`config.mk`:
```
export PLATFORM = sky130hd
export DESIGN_NAME = pcacc_top
export DESIGN_NICKNAME = d
export VERILOG_FILES = /design/src/logic/pcacc_pkg.sv /design/src/logic/pcacc_top.sv
export SDC_FILE = /design/constraint.sdc
export NUM_CORES = 1
export LEC_CHECK = 0
export ABC_AREA = 0
export BUFFER_PORTS_ARGS = -buffer_cell sky130_fd_sc_hd__buf_2
export CORE_ASPECT_RATIO = 1.75
export CORE_UTILIZATION = 60
export DETAILED_ROUTE_END_ITERATION = 16
export PLACE_DENSITY = 0.74
export SETUP_SLACK_MARGIN = 0.4
export SYNTH_ARGS = -nofsm -noshare
export SYNTH_HDL_FRONTEND = slang
export SYNTH_SLANG_ARGS = --single-unit
```
`constraint.sdc`:
```
create_clock -name clk_sys -period 8.6 [get_ports clk_sys]
set_input_delay 1.72 -clock clk_sys [delete_from_list [all_inputs] [get_ports clk_sys]]
set_output_delay 1.72 -clock clk_sys [all_outputs]
set_load 0.02 [all_outputs]
```
`src/logic/pcacc_pkg.sv`:
```
package pcacc_pkg;

  // ----------------------------------------------------------------
  // register indices
  // ----------------------------------------------------------------
  localparam logic [4:0] PCACC_A_MODE_CFG  = 5'h00;
  localparam logic [4:0] PCACC_A_RUN_FLAGS = 5'h01;
  localparam logic [4:0] PCACC_A_CNT_LO    = 5'h02;
  localparam logic [4:0] PCACC_A_CNT_HI    = 5'h03;
  localparam logic [4:0] PCACC_A_CMP_LO0   = 5'h04;
  localparam logic [4:0] PCACC_A_CMP_HI0   = 5'h08;
  localparam logic [4:0] PCACC_A_MOD_MODE0 = 5'h0C;
  localparam logic [4:0] PCACC_A_DUTY_EXT0 = 5'h10;
  localparam logic [4:0] PCACC_A_IRQ_MASK  = 5'h14;

  // ----------------------------------------------------------------
  // field positions
  // ----------------------------------------------------------------
  localparam int PCACC_B_IDLE   = 7;
  localparam int PCACC_B_SRC_HI = 2;
  localparam int PCACC_B_SRC_LO = 1;
  localparam int PCACC_B_OVF_IE = 0;
  localparam int PCACC_B_OVF_F  = 7;
  localparam int PCACC_B_RUN    = 6;
  localparam int PCACC_B_OVF_M  = 4;
  localparam int PCACC_B_CMP_EN = 6;
  localparam int PCACC_B_RISE   = 5;
  localparam int PCACC_B_FALL   = 4;
  localparam int PCACC_B_MATF   = 3;
  localparam int PCACC_B_TOG    = 2;
  localparam int PCACC_B_PWM    = 1;
  localparam int PCACC_B_MIE    = 0;
  localparam int PCACC_B_EXT_A  = 0;
  localparam int PCACC_B_EXT_R  = 1;

  // ----------------------------------------------------------------
  // reset values and sizes
  // ----------------------------------------------------------------
  localparam logic [7:0] PCACC_RST_BYTE  = 8'h00;
  localparam int         PCACC_NMOD      = 4;
  localparam logic [1:0] PCACC_SRC_DIV12 = 2'h0;
  localparam logic [1:0] PCACC_SRC_DIV2  = 2'h1;
  localparam logic [1:0] PCACC_SRC_T0OVF = 2'h2;
  localparam logic [1:0] PCACC_SRC_EXTIN = 2'h3;
  localparam logic [3:0] PCACC_DIV12_MAX = 4'hB;

  // ----------------------------------------------------------------
  // bus carrier
  // ----------------------------------------------------------------
  typedef struct packed {
    logic [4:0] addr;
    logic [7:0] wdata;
    logic       wr;
    logic       rd;
  } pcacc_req_s;

endpackage

```
`src/logic/pcacc_top.sv`:
```
`timescale 1ns/100ps
// Overview of operation
// - idle bit 0 stops counter during processor idle; 1 keeps counting
// - tick source: osc/12, osc/2, timer0 overflow, external count pin
// - overflow irq enable gates the overflow request
// - overflow flag set by hardware on wrap, cleared only by software
// - run bit starts counter; clear holds it
// - four module flags set on match or capture, cleared by software
// - match when counter equals module compare register
// - enabled pin edge copies counter into compare register and sets flag
// - module irq enable forwards module flag as interrupt
// - toggle bit inverts module pin on each match
// - match-flag bit lets a match set the module flag
// - rising and falling capture enables; both means either edge
// - comparator enable turns matching on
// - pwm bit drives module pin with pwm output
// - counter and compare registers accessed as low and high bytes
// - four modules, each with its own mode register
// - pwm low while counter low byte below 9-bit duty; reload on low byte wrap
module pcacc_top
  import pcacc_pkg::*;
(
  // clock and reset
  input  wire logic                  clk_sys,
  input  wire logic                  rst_b,
  // register port
  input  wire pcacc_req_s            req,
  output logic [7:0]                 rdata,
  // system
  input  wire logic                  cpu_idle,
  input  wire logic                  timer0_ovf,
  output logic                       irq,
  // pins
  input  wire logic                  external_count_input,
  input  wire logic [PCACC_NMOD-1:0] module_edge_io_pin_in,
  output logic [PCACC_NMOD-1:0]      module_edge_io_pin_out,
  output logic [PCACC_NMOD-1:0]      module_edge_io_pin_oe
);

  // ----------------------------------------------------------------
  // state
  // ----------------------------------------------------------------
  logic [7:0]            mode_cfg_r;
  logic                  overflow_flag_r;
  logic                  counter_run_r;
  logic [3:0]            ev_flag_r;
  logic [3:0]            irq_mask_r;
  logic                  ovf_mask_r;
  logic [15:0]           cnt_r;
  logic [15:0]           cmp_r  [PCACC_NMOD];
  logic [7:0]            mmode_r[PCACC_NMOD];
  logic [1:0]            ext_r  [PCACC_NMOD];
  logic [3:0]            div_r;
  logic                  div2_r;
  logic [1:0]            eci_sync_r;
  logic                  eci_prev_r;
  logic [PCACC_NMOD-1:0] pin_s1_r;
  logic [PCACC_NMOD-1:0] pin_s2_r;
  logic [PCACC_NMOD-1:0] pin_prev_r;
  logic [PCACC_NMOD-1:0] hso_r;

  // ----------------------------------------------------------------
  // decode
  // ----------------------------------------------------------------
  function automatic logic hit(input logic [4:0] a, input logic [4:0] base, input int i);
    hit = (a == (base + 5'(i)));
  endfunction

  wire wr_mode = req.wr && (req.addr == PCACC_A_MODE_CFG);
  wire wr_run  = req.wr && (req.addr == PCACC_A_RUN_FLAGS);
  wire wr_clo  = req.wr && (req.addr == PCACC_A_CNT_LO);
  wire wr_chi  = req.wr && (req.addr == PCACC_A_CNT_HI);
  wire wr_mask = req.wr && (req.addr == PCACC_A_IRQ_MASK);

  // ----------------------------------------------------------------
  // tick source
  // ----------------------------------------------------------------
  wire [1:0] src_sel = {mode_cfg_r[PCACC_B_SRC_HI], mode_cfg_r[PCACC_B_SRC_LO]};
  wire tick_d12 = (div_r == PCACC_DIV12_MAX);
  wire eci_rise = eci_sync_r[1] & ~eci_prev_r;
  wire tick_src = (src_sel == PCACC_SRC_DIV12) ? tick_d12 :
                  (src_sel == PCACC_SRC_DIV2)  ? div2_r :
                  (src_sel == PCACC_SRC_T0OVF) ? timer0_ovf :
                                                 eci_rise;
  wire idle_ok  = mode_cfg_r[PCACC_B_IDLE] | ~cpu_idle;
  wire tick     = tick_src & counter_run_r & idle_ok;
  wire wrap     = tick & (cnt_r == 16'hFFFF);
  wire lo_wrap  = tick & (cnt_r[7:0] == 8'hFF);
  wire step     = tick & ~wr_clo & ~wr_chi;
  wire [15:0] cnt_step = cnt_r + 16'h0001;

  always_ff @(posedge clk_sys or negedge rst_b) begin
    if (!rst_b) begin
      div_r      <= 4'h0;
      div2_r     <= 1'b0;
      eci_sync_r <= 2'h0;
      eci_prev_r <= 1'b0;
    end else begin
      div_r      <= tick_d12 ? 4'h0 : div_r + 4'h1;
      div2_r     <= ~div2_r;
      eci_sync_r <= {eci_sync_r[0], external_count_input};
      eci_prev_r <= eci_sync_r[1];
    end
  end

  // ----------------------------------------------------------------
  // shared counter
  // ----------------------------------------------------------------
  always_ff @(posedge clk_sys or negedge rst_b) begin
    if (!rst_b) begin
      cnt_r <= 16'h0000;
    end else if (wr_clo) begin
      cnt_r[7:0] <= req.wdata;
    end else if (wr_chi) begin
      cnt_r[15:8] <= req.wdata;
    end else if (tick) begin
      cnt_r <= cnt_r + 16'h0001;
    end
  end

  // ----------------------------------------------------------------
  // pin synchronisers
  // ----------------------------------------------------------------
  always_ff @(posedge clk_sys or negedge rst_b) begin
    if (!rst_b) begin
      pin_s1_r   <= '0;
      pin_s2_r   <= '0;
      pin_prev_r <= '0;
    end else begin
      pin_s1_r   <= module_edge_io_pin_in;
      pin_s2_r   <= pin_s1_r;
      pin_prev_r <= pin_s2_r;
    end
  end

  // ----------------------------------------------------------------
  // modules
  // ----------------------------------------------------------------
  logic [3:0] ev_set;
  logic [3:0] match;
  logic [3:0] pwm_lvl;

  genvar gi;
  generate
    for (gi = 0; gi < PCACC_NMOD; gi++) begin : g_mod
      wire [7:0] md   = mmode_r[gi];
      wire rise = pin_s2_r[gi] & ~pin_prev_r[gi];
      wire fall = ~pin_s2_r[gi] & pin_prev_r[gi];
      wire cap  = (md[PCACC_B_RISE] & rise) | (md[PCACC_B_FALL] & fall);
      wire eq   = md[PCACC_B_CMP_EN] & step & (cnt_step == cmp_r[gi]);
      wire w_lo = req.wr && hit(req.addr, PCACC_A_CMP_LO0, gi);
      wire w_hi = req.wr && hit(req.addr, PCACC_A_CMP_HI0, gi);
      wire w_md = req.wr && hit(req.addr, PCACC_A_MOD_MODE0, gi);
      wire w_ex = req.wr && hit(req.addr, PCACC_A_DUTY_EXT0, gi);
      assign match[gi]   = eq;
      assign ev_set[gi]  = cap | (eq & md[PCACC_B_MATF]);
      assign pwm_lvl[gi] = {1'b0, cnt_r[7:0]} >= {ext_r[gi][PCACC_B_EXT_A],
                                                  cmp_r[gi][7:0]};

      always_ff @(posedge clk_sys or negedge rst_b) begin
        if (!rst_b) begin
          cmp_r[gi]   <= 16'h0000;
          mmode_r[gi] <= PCACC_RST_BYTE;
          ext_r[gi]   <= 2'h0;
          hso_r[gi]   <= 1'b1;
        end else begin
          if (cap) begin
            cmp_r[gi] <= cnt_r;
          end else if (w_lo) begin
            cmp_r[gi][7:0] <= req.wdata;
          end else if (w_hi) begin
            cmp_r[gi][15:8] <= req.wdata;
          end else if (lo_wrap && md[PCACC_B_PWM]) begin
            cmp_r[gi][7:0] <= cmp_r[gi][15:8];
          end
          if (w_md) begin
            mmode_r[gi] <= {1'b0, req.wdata[6:0]};
          end
          if (w_ex) begin
            ext_r[gi] <= req.wdata[1:0];
          end else if (lo_wrap && md[PCACC_B_PWM]) begin
            ext_r[gi][PCACC_B_EXT_A] <= ext_r[gi][PCACC_B_EXT_R];
          end
          if (eq && md[PCACC_B_TOG]) begin
            hso_r[gi] <= ~hso_r[gi];
          end
        end
      end

      always_ff @(posedge clk_sys or negedge rst_b) begin
        if (!rst_b) begin
          module_edge_io_pin_out[gi] <= 1'b1;
          module_edge_io_pin_oe[gi]  <= 1'b0;
        end else begin
          module_edge_io_pin_out[gi] <= md[PCACC_B_PWM] ? pwm_lvl[gi] : hso_r[gi];
          module_edge_io_pin_oe[gi]  <= md[PCACC_B_PWM] | md[PCACC_B_TOG];
        end
      end
    end
  endgenerate

  // ----------------------------------------------------------------
  // control and flags
  // ----------------------------------------------------------------
  always_ff @(posedge clk_sys or negedge rst_b) begin
    if (!rst_b) begin
      mode_cfg_r      <= PCACC_RST_BYTE;
      counter_run_r   <= 1'b0;
      overflow_flag_r <= 1'b0;
      ev_flag_r       <= 4'h0;
      irq_mask_r      <= 4'hF;
      ovf_mask_r      <= 1'b1;
    end else begin
      if (wr_mode) begin
        mode_cfg_r <= req.wdata & 8'h87;
      end
      if (wr_run) begin
        counter_run_r <= req.wdata[PCACC_B_RUN];
      end
      if (wrap) begin
        overflow_flag_r <= 1'b1;
      end else if (wr_run && req.wdata[PCACC_B_OVF_F]) begin
        overflow_flag_r <= 1'b0;
      end
      ev_flag_r <= ev_set | (ev_flag_r & ~(wr_run ? req.wdata[3:0] : 4'h0));
      if (wr_mask) begin
        irq_mask_r <= req.wdata[3:0];
        ovf_mask_r <= req.wdata[PCACC_B_OVF_M];
      end
    end
  end

  // ----------------------------------------------------------------
  // interrupt and read back
  // ----------------------------------------------------------------
  logic [3:0] mod_ie;
  generate
    for (gi = 0; gi < PCACC_NMOD; gi++) begin : g_ie
      assign mod_ie[gi] = mmode_r[gi][PCACC_B_MIE];
    end
  endgenerate

  wire irq_nxt = (overflow_flag_r & mode_cfg_r[PCACC_B_OVF_IE] & ~ovf_mask_r)
               | (|(ev_flag_r & mod_ie & ~irq_mask_r));

  wire [2:0] sub = 3'(req.addr[1:0]);
  logic [7:0] rd_nxt;
  always_comb begin
    rd_nxt = 8'h00;
    if (req.addr == PCACC_A_MODE_CFG)
      rd_nxt = mode_cfg_r;
    else if (req.addr == PCACC_A_RUN_FLAGS)
      rd_nxt = {overflow_flag_r, counter_run_r, 2'b00, ev_flag_r};
    else if (req.addr == PCACC_A_CNT_LO)
      rd_nxt = cnt_r[7:0];
    else if (req.addr == PCACC_A_CNT_HI)
      rd_nxt = cnt_r[15:8];
    else if (req.addr[4:2] == PCACC_A_CMP_LO0[4:2])
      rd_nxt = cmp_r[sub[1:0]][7:0];
    else if (req.addr[4:2] == PCACC_A_CMP_HI0[4:2])
      rd_nxt = cmp_r[sub[1:0]][15:8];
    else if (req.addr[4:2] == PCACC_A_MOD_MODE0[4:2])
      rd_nxt = mmode_r[sub[1:0]];
    else if (req.addr[4:2] == PCACC_A_DUTY_EXT0[4:2])
      rd_nxt = {6'h00, ext_r[sub[1:0]]};
    else if (req.addr == PCACC_A_IRQ_MASK)
      rd_nxt = {3'h0, ovf_mask_r, irq_mask_r};
  end

  always_ff @(posedge clk_sys or negedge rst_b) begin
    if (!rst_b) begin
      rdata <= 8'h00;
      irq   <= 1'b0;
    end else begin
      rdata <= req.rd ? rd_nxt : 8'h00;
      irq   <= irq_nxt;
    end
  end

  // ----------------------------------------------------------------
  // checks
  // ----------------------------------------------------------------
  chk_ovf_sets_flag: assert property (@(posedge clk_sys) disable iff (!rst_b)
    wrap |=> overflow_flag_r)
    else $error("overflow flag not set on wrap");

  chk_run_holds: assert property (@(posedge clk_sys) disable iff (!rst_b)
    (!counter_run_r && !wr_clo && !wr_chi) |=> $stable(cnt_r))
    else $error("counter moved while stopped");

  chk_idle_holds: assert property (@(posedge clk_sys) disable iff (!rst_b)
    (cpu_idle && !mode_cfg_r[PCACC_B_IDLE] && !wr_clo && !wr_chi) |=> $stable(cnt_r))
    else $error("counter moved in idle");

  chk_tick_incr: assert property (@(posedge clk_sys) disable iff (!rst_b)
    (tick && !wr_clo && !wr_chi) |=> cnt_r == $past(cnt_r) + 16'h0001)
    else $error("counter did not step");

  chk_div12_gap: assert property (@(posedge clk_sys) disable iff (!rst_b)
    tick_d12 |=> !tick_d12 [*8] ##1 !tick_d12 [*3] ##1 tick_d12)
    else $error("divide by 12 broken");

  chk_ev_flag_set: assert property (@(posedge clk_sys) disable iff (!rst_b)
    ev_set[0] |=> ev_flag_r[0])
    else $error("module flag lost");

  chk_capture_copy: assert property (@(posedge clk_sys) disable iff (!rst_b)
    g_mod[1].cap |=> cmp_r[1] == $past(cnt_r))
    else $error("capture value wrong");

  chk_irq_follows: assert property (@(posedge clk_sys) disable iff (!rst_b)
    irq_nxt |=> irq)
    else $error("interrupt not raised");

  chk_toggle_pin: assert property (@(posedge clk_sys) disable iff (!rst_b)
    (match[2] && mmode_r[2][PCACC_B_TOG]) |=> hso_r[2] != $past(hso_r[2]))
    else $error("toggle missing");

  chk_div2_rate: assert property (@(posedge clk_sys) disable iff (!rst_b)
    div2_r |=> !div2_r)
    else $error("divide by 2 broken");

  chk_ovf_irq_gate: assert property (@(posedge clk_sys) disable iff (!rst_b)
    (!mode_cfg_r[PCACC_B_OVF_IE] && !(|(ev_flag_r & mod_ie & ~irq_mask_r))) |=> !irq)
    else $error("overflow irq not blocked");

  chk_ovf_sticky: assert property (@(posedge clk_sys) disable iff (!rst_b)
    (overflow_flag_r && !(wr_run && req.wdata[PCACC_B_OVF_F])) |=> overflow_flag_r)
    else $error("overflow flag lost");

  chk_ovf_only_wrap: assert property (@(posedge clk_sys) disable iff (!rst_b)
    (!overflow_flag_r && !wrap) |=> !overflow_flag_r)
    else $error("overflow flag set without wrap");

  chk_flag_sticky: assert property (@(posedge clk_sys) disable iff (!rst_b)
    (ev_flag_r[1] && !(wr_run && req.wdata[1])) |=> ev_flag_r[1])
    else $error("module flag dropped");

  chk_match_noflag: assert property (@(posedge clk_sys) disable iff (!rst_b)
    (match[3] && !mmode_r[3][PCACC_B_MATF] && !g_mod[3].cap && !ev_flag_r[3])
    |=> !ev_flag_r[3])
    else $error("match set flag while disabled");

  chk_match_flag: assert property (@(posedge clk_sys) disable iff (!rst_b)
    (match[1] && mmode_r[1][PCACC_B_MATF]) |=> ev_flag_r[1])
    else $error("match did not set flag");

  chk_cmp_off: assert property (@(posedge clk_sys) disable iff (!rst_b)
    !mmode_r[0][PCACC_B_CMP_EN] |-> !match[0])
    else $error("match with comparator off");

  chk_no_toggle: assert property (@(posedge clk_sys) disable iff (!rst_b)
    !mmode_r[1][PCACC_B_TOG] |=> $stable(hso_r[1]))
    else $error("pin toggled while disabled");

  chk_mod_irq_gate: assert property (@(posedge clk_sys) disable iff (!rst_b)
    (!overflow_flag_r && !(|(ev_flag_r & mod_ie))) |=> !irq)
    else $error("module irq not blocked");

  chk_pin_hold: assert property (@(posedge clk_sys) disable iff (!rst_b)
    !mmode_r[2][PCACC_B_PWM] |=> module_edge_io_pin_out[2] == $past(hso_r[2]))
    else $error("pwm level on pin while off");

  chk_pwm_level: assert property (@(posedge clk_sys) disable iff (!rst_b)
    mmode_r[0][PCACC_B_PWM] |=> module_edge_io_pin_out[0] == $past(pwm_lvl[0]))
    else $error("pwm level wrong");

  chk_pwm_reload: assert property (@(posedge clk_sys) disable iff (!rst_b)
    (lo_wrap && mmode_r[0][PCACC_B_PWM] && !g_mod[0].cap && !g_mod[0].w_lo
     && !g_mod[0].w_hi) |=> cmp_r[0][7:0] == $past(cmp_r[0][15:8]))
    else $error("pwm duty not reloaded");

  chk_edge_once: assert property (@(posedge clk_sys) disable iff (!rst_b)
    g_mod[2].rise |=> !g_mod[2].rise)
    else $error("edge seen twice");

  chk_byte_write: assert property (@(posedge clk_sys) disable iff (!rst_b)
    wr_clo |=> cnt_r[7:0] == $past(req.wdata))
    else $error("counter low byte not written");

  chk_wrap_zero: assert property (@(posedge clk_sys) disable iff (!rst_b)
    (wrap && !wr_clo && !wr_chi) |=> cnt_r == 16'h0000)
    else $error("counter did not wrap to zero");

endmodule // pcacc_top

```
## Word level (Yosys, flattened, before mapping)

Index checks and enable logic that the tools add are counted.

- $lt $le $gt $ge: 5
- $add $sub $neg: 2
- Mux-type cells: 66
- Reduce and logical (&&, ||, !) cells: 58
- Bitwise logic cells: 76
- Equality and inequality tests: 42

Operators with widths:

| operator | count |
|---|---|
| two-way mux 8 bit | 33 |
| two-way mux 16 bit | 7 |
| equality test 16 bit | 4 |
| equality test 5 x 4 -> 1 bit (second input constant) | 8 |
| AND 1 bit | 37 |
| >= comparator 8 x 9 -> 1 bit | 4 |
| binary-select mux 16 bit (select 2 bit) | 1 |
| logical AND 1 bit | 30 |
| equality test 5 bit (second input constant) | 5 |
| nonzero test 2 bit | 11 |
| equality test 5 x 3 -> 1 bit (second input constant) | 4 |
| AND reduction 2 bit | 10 |
| inverter 1 bit | 18 |
| two-way mux 1 bit | 17 |
| adder 16 x 1 -> 16 bit (second input constant) | 1 |
| binary-select mux 8 bit (select 2 bit) | 1 |
| equality test 16 bit (second input constant) | 1 |
| OR 1 bit | 14 |
| AND 4 bit | 3 |
| inequality test 3 bit (second input constant) | 4 |
| nonzero test 3 bit | 4 |
| equality test 5 x 2 -> 1 bit (second input constant) | 2 |
| two-way mux 5 bit | 2 |
| inequality test 2 bit (second input constant) | 5 |
| 19 further kinds | 23 |

- Register bits: 172
- Word-level logic and storage cells: 298
- Bits of input ports: 24
- Output and inout port bits: 17

## Logic depth before layout (Yosys ltp)

- Depth in word-level cells: 14
- Gate-level depth with buffers: 10
- Depth with buffers taken out: 9

## Worst setup path after synthesis

OpenSTA, ideal clock, no wires.

- Kind: input port to flip-flop
- Start point: input req[13] (netlist name)
- End point: register cmp_r[48] (netlist name)
- Cell stages on the path: 9
- Buffers on the path: 3
- Library setup time: 128 ps
- Required time: 8472 ps
- Slack: 4900 ps
- Arrival time: 3572 ps
- Cell sequence: clkbuf_1 > nor2b_1 > nor2b_1 > clkbuf_1 > nand2_1 > nand3_1 > nand3b_1 > buf_2 > mux2_1

- Cells in the longest elaborated chain, start to end: 4
- Elaborated cells between the ends (all ways): 9
- Classes of those cells: eq/ne: 3; mux: 2; reduce/logical: 4

Ends and longest elaborated chain:

| item | RTL line | text |
|---|---|---|
| start, declared | pcacc_top.sv:27 | `input wire pcacc_req_s req,` |
| equality test 5 x 3 -> 1 bit or equality test 5 x 4 -> 1 bit (tied branches) | pcacc_top.sv:66 | `hit = (a == (base + 5'(i)));` |
| logical AND 1 bit, on equally long branches | pcacc_top.sv:151, pcacc_top.sv:152 |  |
| inequality test 3 bit (no source line), or another cell as far along | - |  |
| AND reduction 2 bit (no source line) or two-way mux 16 bit (tied branches) | - |  |
| end signal, assigned by index | pcacc_top.sv:168 | `cmp_r[gi] <= cnt_r;` |
| end signal, assigned by index | pcacc_top.sv:170 | `cmp_r[gi][7:0] <= req.wdata;` |
| end signal, assigned by index | pcacc_top.sv:172 | `cmp_r[gi][15:8] <= req.wdata;` |
| end, declared | pcacc_top.sv:50 | `logic [15:0] cmp_r [PCACC_NMOD];` |

Parallel ways exist; a longest one is shown, timed or not.
A chain may end at the register's enable or synchronous reset.

## Final worst setup path

- Start point: input req[10] (netlist name)
- End point: register cnt_r[15]

- Cells in the longest elaborated chain, start to end: 4
- Elaborated cells between the ends (all ways): 8
- Classes of those cells: eq/ne: 2; mux: 1; bitwise: 1; reduce/logical: 4

Ends and longest elaborated chain:

| item | RTL line | text |
|---|---|---|
| equality test 5 x 2 -> 1 bit, on equally long branches | pcacc_top.sv:72, pcacc_top.sv:71 |  |
| logical AND 1 bit, on equally long branches | pcacc_top.sv:72, pcacc_top.sv:71 |  |
| nonzero test 2 bit (no source line) or inverter 1 bit (tied branches) | - |  |
| AND reduction 2 bit (no source line) | - |  |
| end signal, assigned | pcacc_top.sv:115 | `cnt_r[15:8] <= req.wdata;` |
| end signal, assigned | pcacc_top.sv:117 | `cnt_r <= cnt_r + 16'h0001;` |
| end, declared | pcacc_top.sv:49 | `logic [15:0] cnt_r;` |

Parallel ways exist; a longest one is shown, timed or not.

==> reports/metrics.yaml <==
setup_path:
  crit_path_end_kind: "register"
  arrival_ns: 4.72
  crit_type: "input port to register"
  crit_fanout: 45
  worstSetupStartpointType: "input port"
  path_cells: "buf_2 -> buf_4 -> nand3_1 -> nor2_1 -> o22ai_1 -> o21bai_1 -> a21oi_1"
  cp.required_ns: 8.97
  crit_buf_inv: 2
  slowest_stage: "nor2_1"
  critPathMaxStageDelay_ns: 0.80
  cp_top_family: "simple AND/OR/NAND/NOR gates"
cts:
  cts.path.max_buffers: 2
  cts_setup_buffers: 0
  cts_hold_buf: 0
  ctsResizeCount: 0
  cts_made_buffers: 17
  clk_pin_slew_ns: 0.07
  insertion_delay_ns: 0.45
  cts-root-buf: "clkbuf_16"
  h-tree-depth: 4
  cts_tree: "done"
  clock_sinks: 172
power_and_ir_drop:
  ir_worst_vdd_mv: 0.202
  power.leakage_nw: 5.16
  p_per_area_nw_per_um2: 282
sta:
  finalHoldViolations: 0
  finalMaxSlewViolations: 0
  tightest_slew_ns: 1.11
  fin_skew_ns: 0.00958
  fmax_mhz: 230
  rsz0062_at_grt: "no"
  finalCritPeriodShare: 0.506
  fin_ws_ns: 4.25
  slew_headroom: 0.260
  fin_crit_ns: 4.35
  setup_viol: 0
  final.setup.tns_ns: 0
logic_synthesis:
  synth_top_area_share: 0.345
  synth-edff-count: 0
  ys_ff_latch: 172
  synth_area_um2: 11500
  synth_common_cells: "159 x dfrtp_1, 113 x nand2_1, 96 x mux2i_1, 83 x a21oi_1, 72 x nor2_1"
  yosysSeqAreaShare: 0.374
  synthesis.nets: 1241
  synth_area_leaders: "dfrtp_1 34%, mux2i_1 8.3%, mux4_2 4.5%"
  synthArstFlopShare: 1.00
  synthCells: 1183
  yosys.cell_types.count: 89
  yosysWarnings: 0
  avgSynthCellArea_um2: 9.76
  synth_ff_type: "dfrtp_1"
  synth_largest_area_cell: "dfrtp_1"
  synth.most_common_cell: "dfrtp_1"
layout:
  seqCellArea_um2: 4320
  drive_above_1_share: 0.182
  area_growth_pct: 7.93
  fillers: 1517
  nNetsFinal: 1234
  multiInputGateArea_um2: 6680
die:
  rows: 66
  dieHeight_um: 186
  die_area_um2: 19800
  ios: 41
  initial_utilization: 0.616
  die_x_um: 107
  coreArea_um2: 18700
grt:
  grt_pass1_wl_um: 64700
  grt_max_degree: 75
  grt_pass1_vias: 9716
  antenna_found_initial: 0
  grtUsageTotal: 0.469
  grt.overflow.total: 0
job:
  cap_violations: 0
detailed_routing:
  vias: 9880
  first_iter_violations: 1066
  drtAntennaViolNets: 0
  drc: 0
  first_pass_iters: 6
  avgRoutedWirePerCell_um: 31.0
  wirelength_um: 44300
  viasPerCell: 6.92
place:
  place_hpwl_um: 30900
  routabilityCongestion: 1.03
  dp_slack_ns: 3.95
  port_buffers: 40
run_status:
  run_status: "finished clean"
min_path:
  hold_class: "register to register"
## through the flow
| step | power (mW) | util | area, um^2 | hold slack (ns) | cells |
|---|---|---|---|---|---|
| after detailed placement | 2.60 | 0.631 | 11800 | 0.336 | 1395 |
| after global placement | 2.58 | 0.631 | 11800 | 0.332 | 1395 |
| after global routing | 3.65 | 0.665 | 12500 | 0.354 | 1427 |
| after CTS | 3.45 | 0.665 | 12500 | 0.352 | 1427 |
| final | 3.51 | 0.665 | 12500 | 0.349 | 1428 |
| after floorplan | 2.11 | - | 11500 | 0.331 | 1183 |
## flip-flops by register name, summed over array words and instances, names as in the netlist, 2 cells and up
name / cells
ext_r: 8
ev_flag_r: 4
cmp_r: 64
irq_mask_r: 4
hso_r: 4
mode_cfg_r: 4
pin_s2_r: 4
g_mod.md: 28
pin_prev_r: 4
module_edge_io_pin_out: 4
eci_sync_r: 2
div_r: 4
rdata: 8
pin_s1_r: 4
cnt_r: 16
module_edge_io_pin_oe: 4
## power breakdown
group          total, mW  internal (mW)  leakage, nW  switching (mW)
registers           1.34           1.00         2.14           0.336
logic               1.33          0.580         2.72           0.753
clock network      0.845          0.478        0.311           0.367
## final timing paths
check	startpoint	end	slack [ns]	depth (start not counted)
max	req[10]	cnt_r[15]	4.25	7
min	pin_s1_r[0]	pin_s2_r[0]	0.35	0
max reg2reg	cnt_r[0]	hso_r[2]	4.43	8
min reg2reg	pin_s1_r[0]	pin_s2_r[0]	0.35	0
max in group asynchronous	rst_b	cmp_r[32]	6.10	2
min in group asynchronous	rst_b	cnt_r[3]	1.30	1
## routing by layer
| metal | vias to the layer above | track usage | part of all wire |
|---|---|---|---|
| met3 | 231 | 0.109 | 0.093 |
| met2 | 644 | 0.727 | 0.46 |
| li1 | 4236 | - | - |
| met1 | 4769 | 0.543 | 0.35 |
| met5 | - | 0 | 0 |
| met4 | 0 | 0.407 | 0.10 |
## cell families after synthesis
family | after synthesis | share of synthesized area
buffers and inverters | 133 | 0.0486
multiplexers | 167 | 0.175
AO/OA/AOI/OAI | 272 | 0.146
adder cells (fa/ha/maj) | 34 | 0.0368
XOR/XNOR | 69 | 0.0652
flip-flops | 172 | 0.374
AND/OR/NAND/NOR | 336 | 0.154
## cells in the final DEF, fill, tap and decap left out, types with 8 or more instances in the layout
| master | instances |
|---|---|
| xor2_1 | 14 |
| nor2_1 | 72 |
| o22ai_1 | 9 |
| buf_2 | 39 |
| nor2b_1 | 13 |
| dfrtp_1 | 159 |
| inv_1 | 48 |
| a31oi_1 | 11 |
| o21ai_0 | 42 |
| a21o_1 | 13 |
| nand3_1 | 22 |
| nand3b_1 | 9 |
| dfstp_2 | 13 |
| mux2_2 | 44 |
| nand2b_1 | 17 |
| xnor2_1 | 44 |
| a21oi_1 | 83 |
| nor3_1 | 14 |
| o21ai_1 | 37 |
| clkbuf_16 | 17 |
| mux4_2 | 23 |
| ha_1 | 34 |
| a22oi_1 | 9 |
| nand4_1 | 12 |
| mux2i_1 | 96 |
| nand2_1 | 113 |
| nor4_1 | 8 |
| buf_4 | 19 |
## cell type report
| type | instances | area share |
|---|---|---|
| multi-input cells | 878 | 0.536 |
| repair buffers | 59 | 0.0280 |
| inverters | 48 | 0.0145 |
| diodes | 1 | 0.000201 |
| well taps | 238 | 0.0239 |
| clock buffers | 18 | 0.0352 |
| clock inverters | 14 | 0.0158 |
| flip-flops and latches | 172 | 0.347 |
No activity file was read; power rests on OpenSTA's default activity.
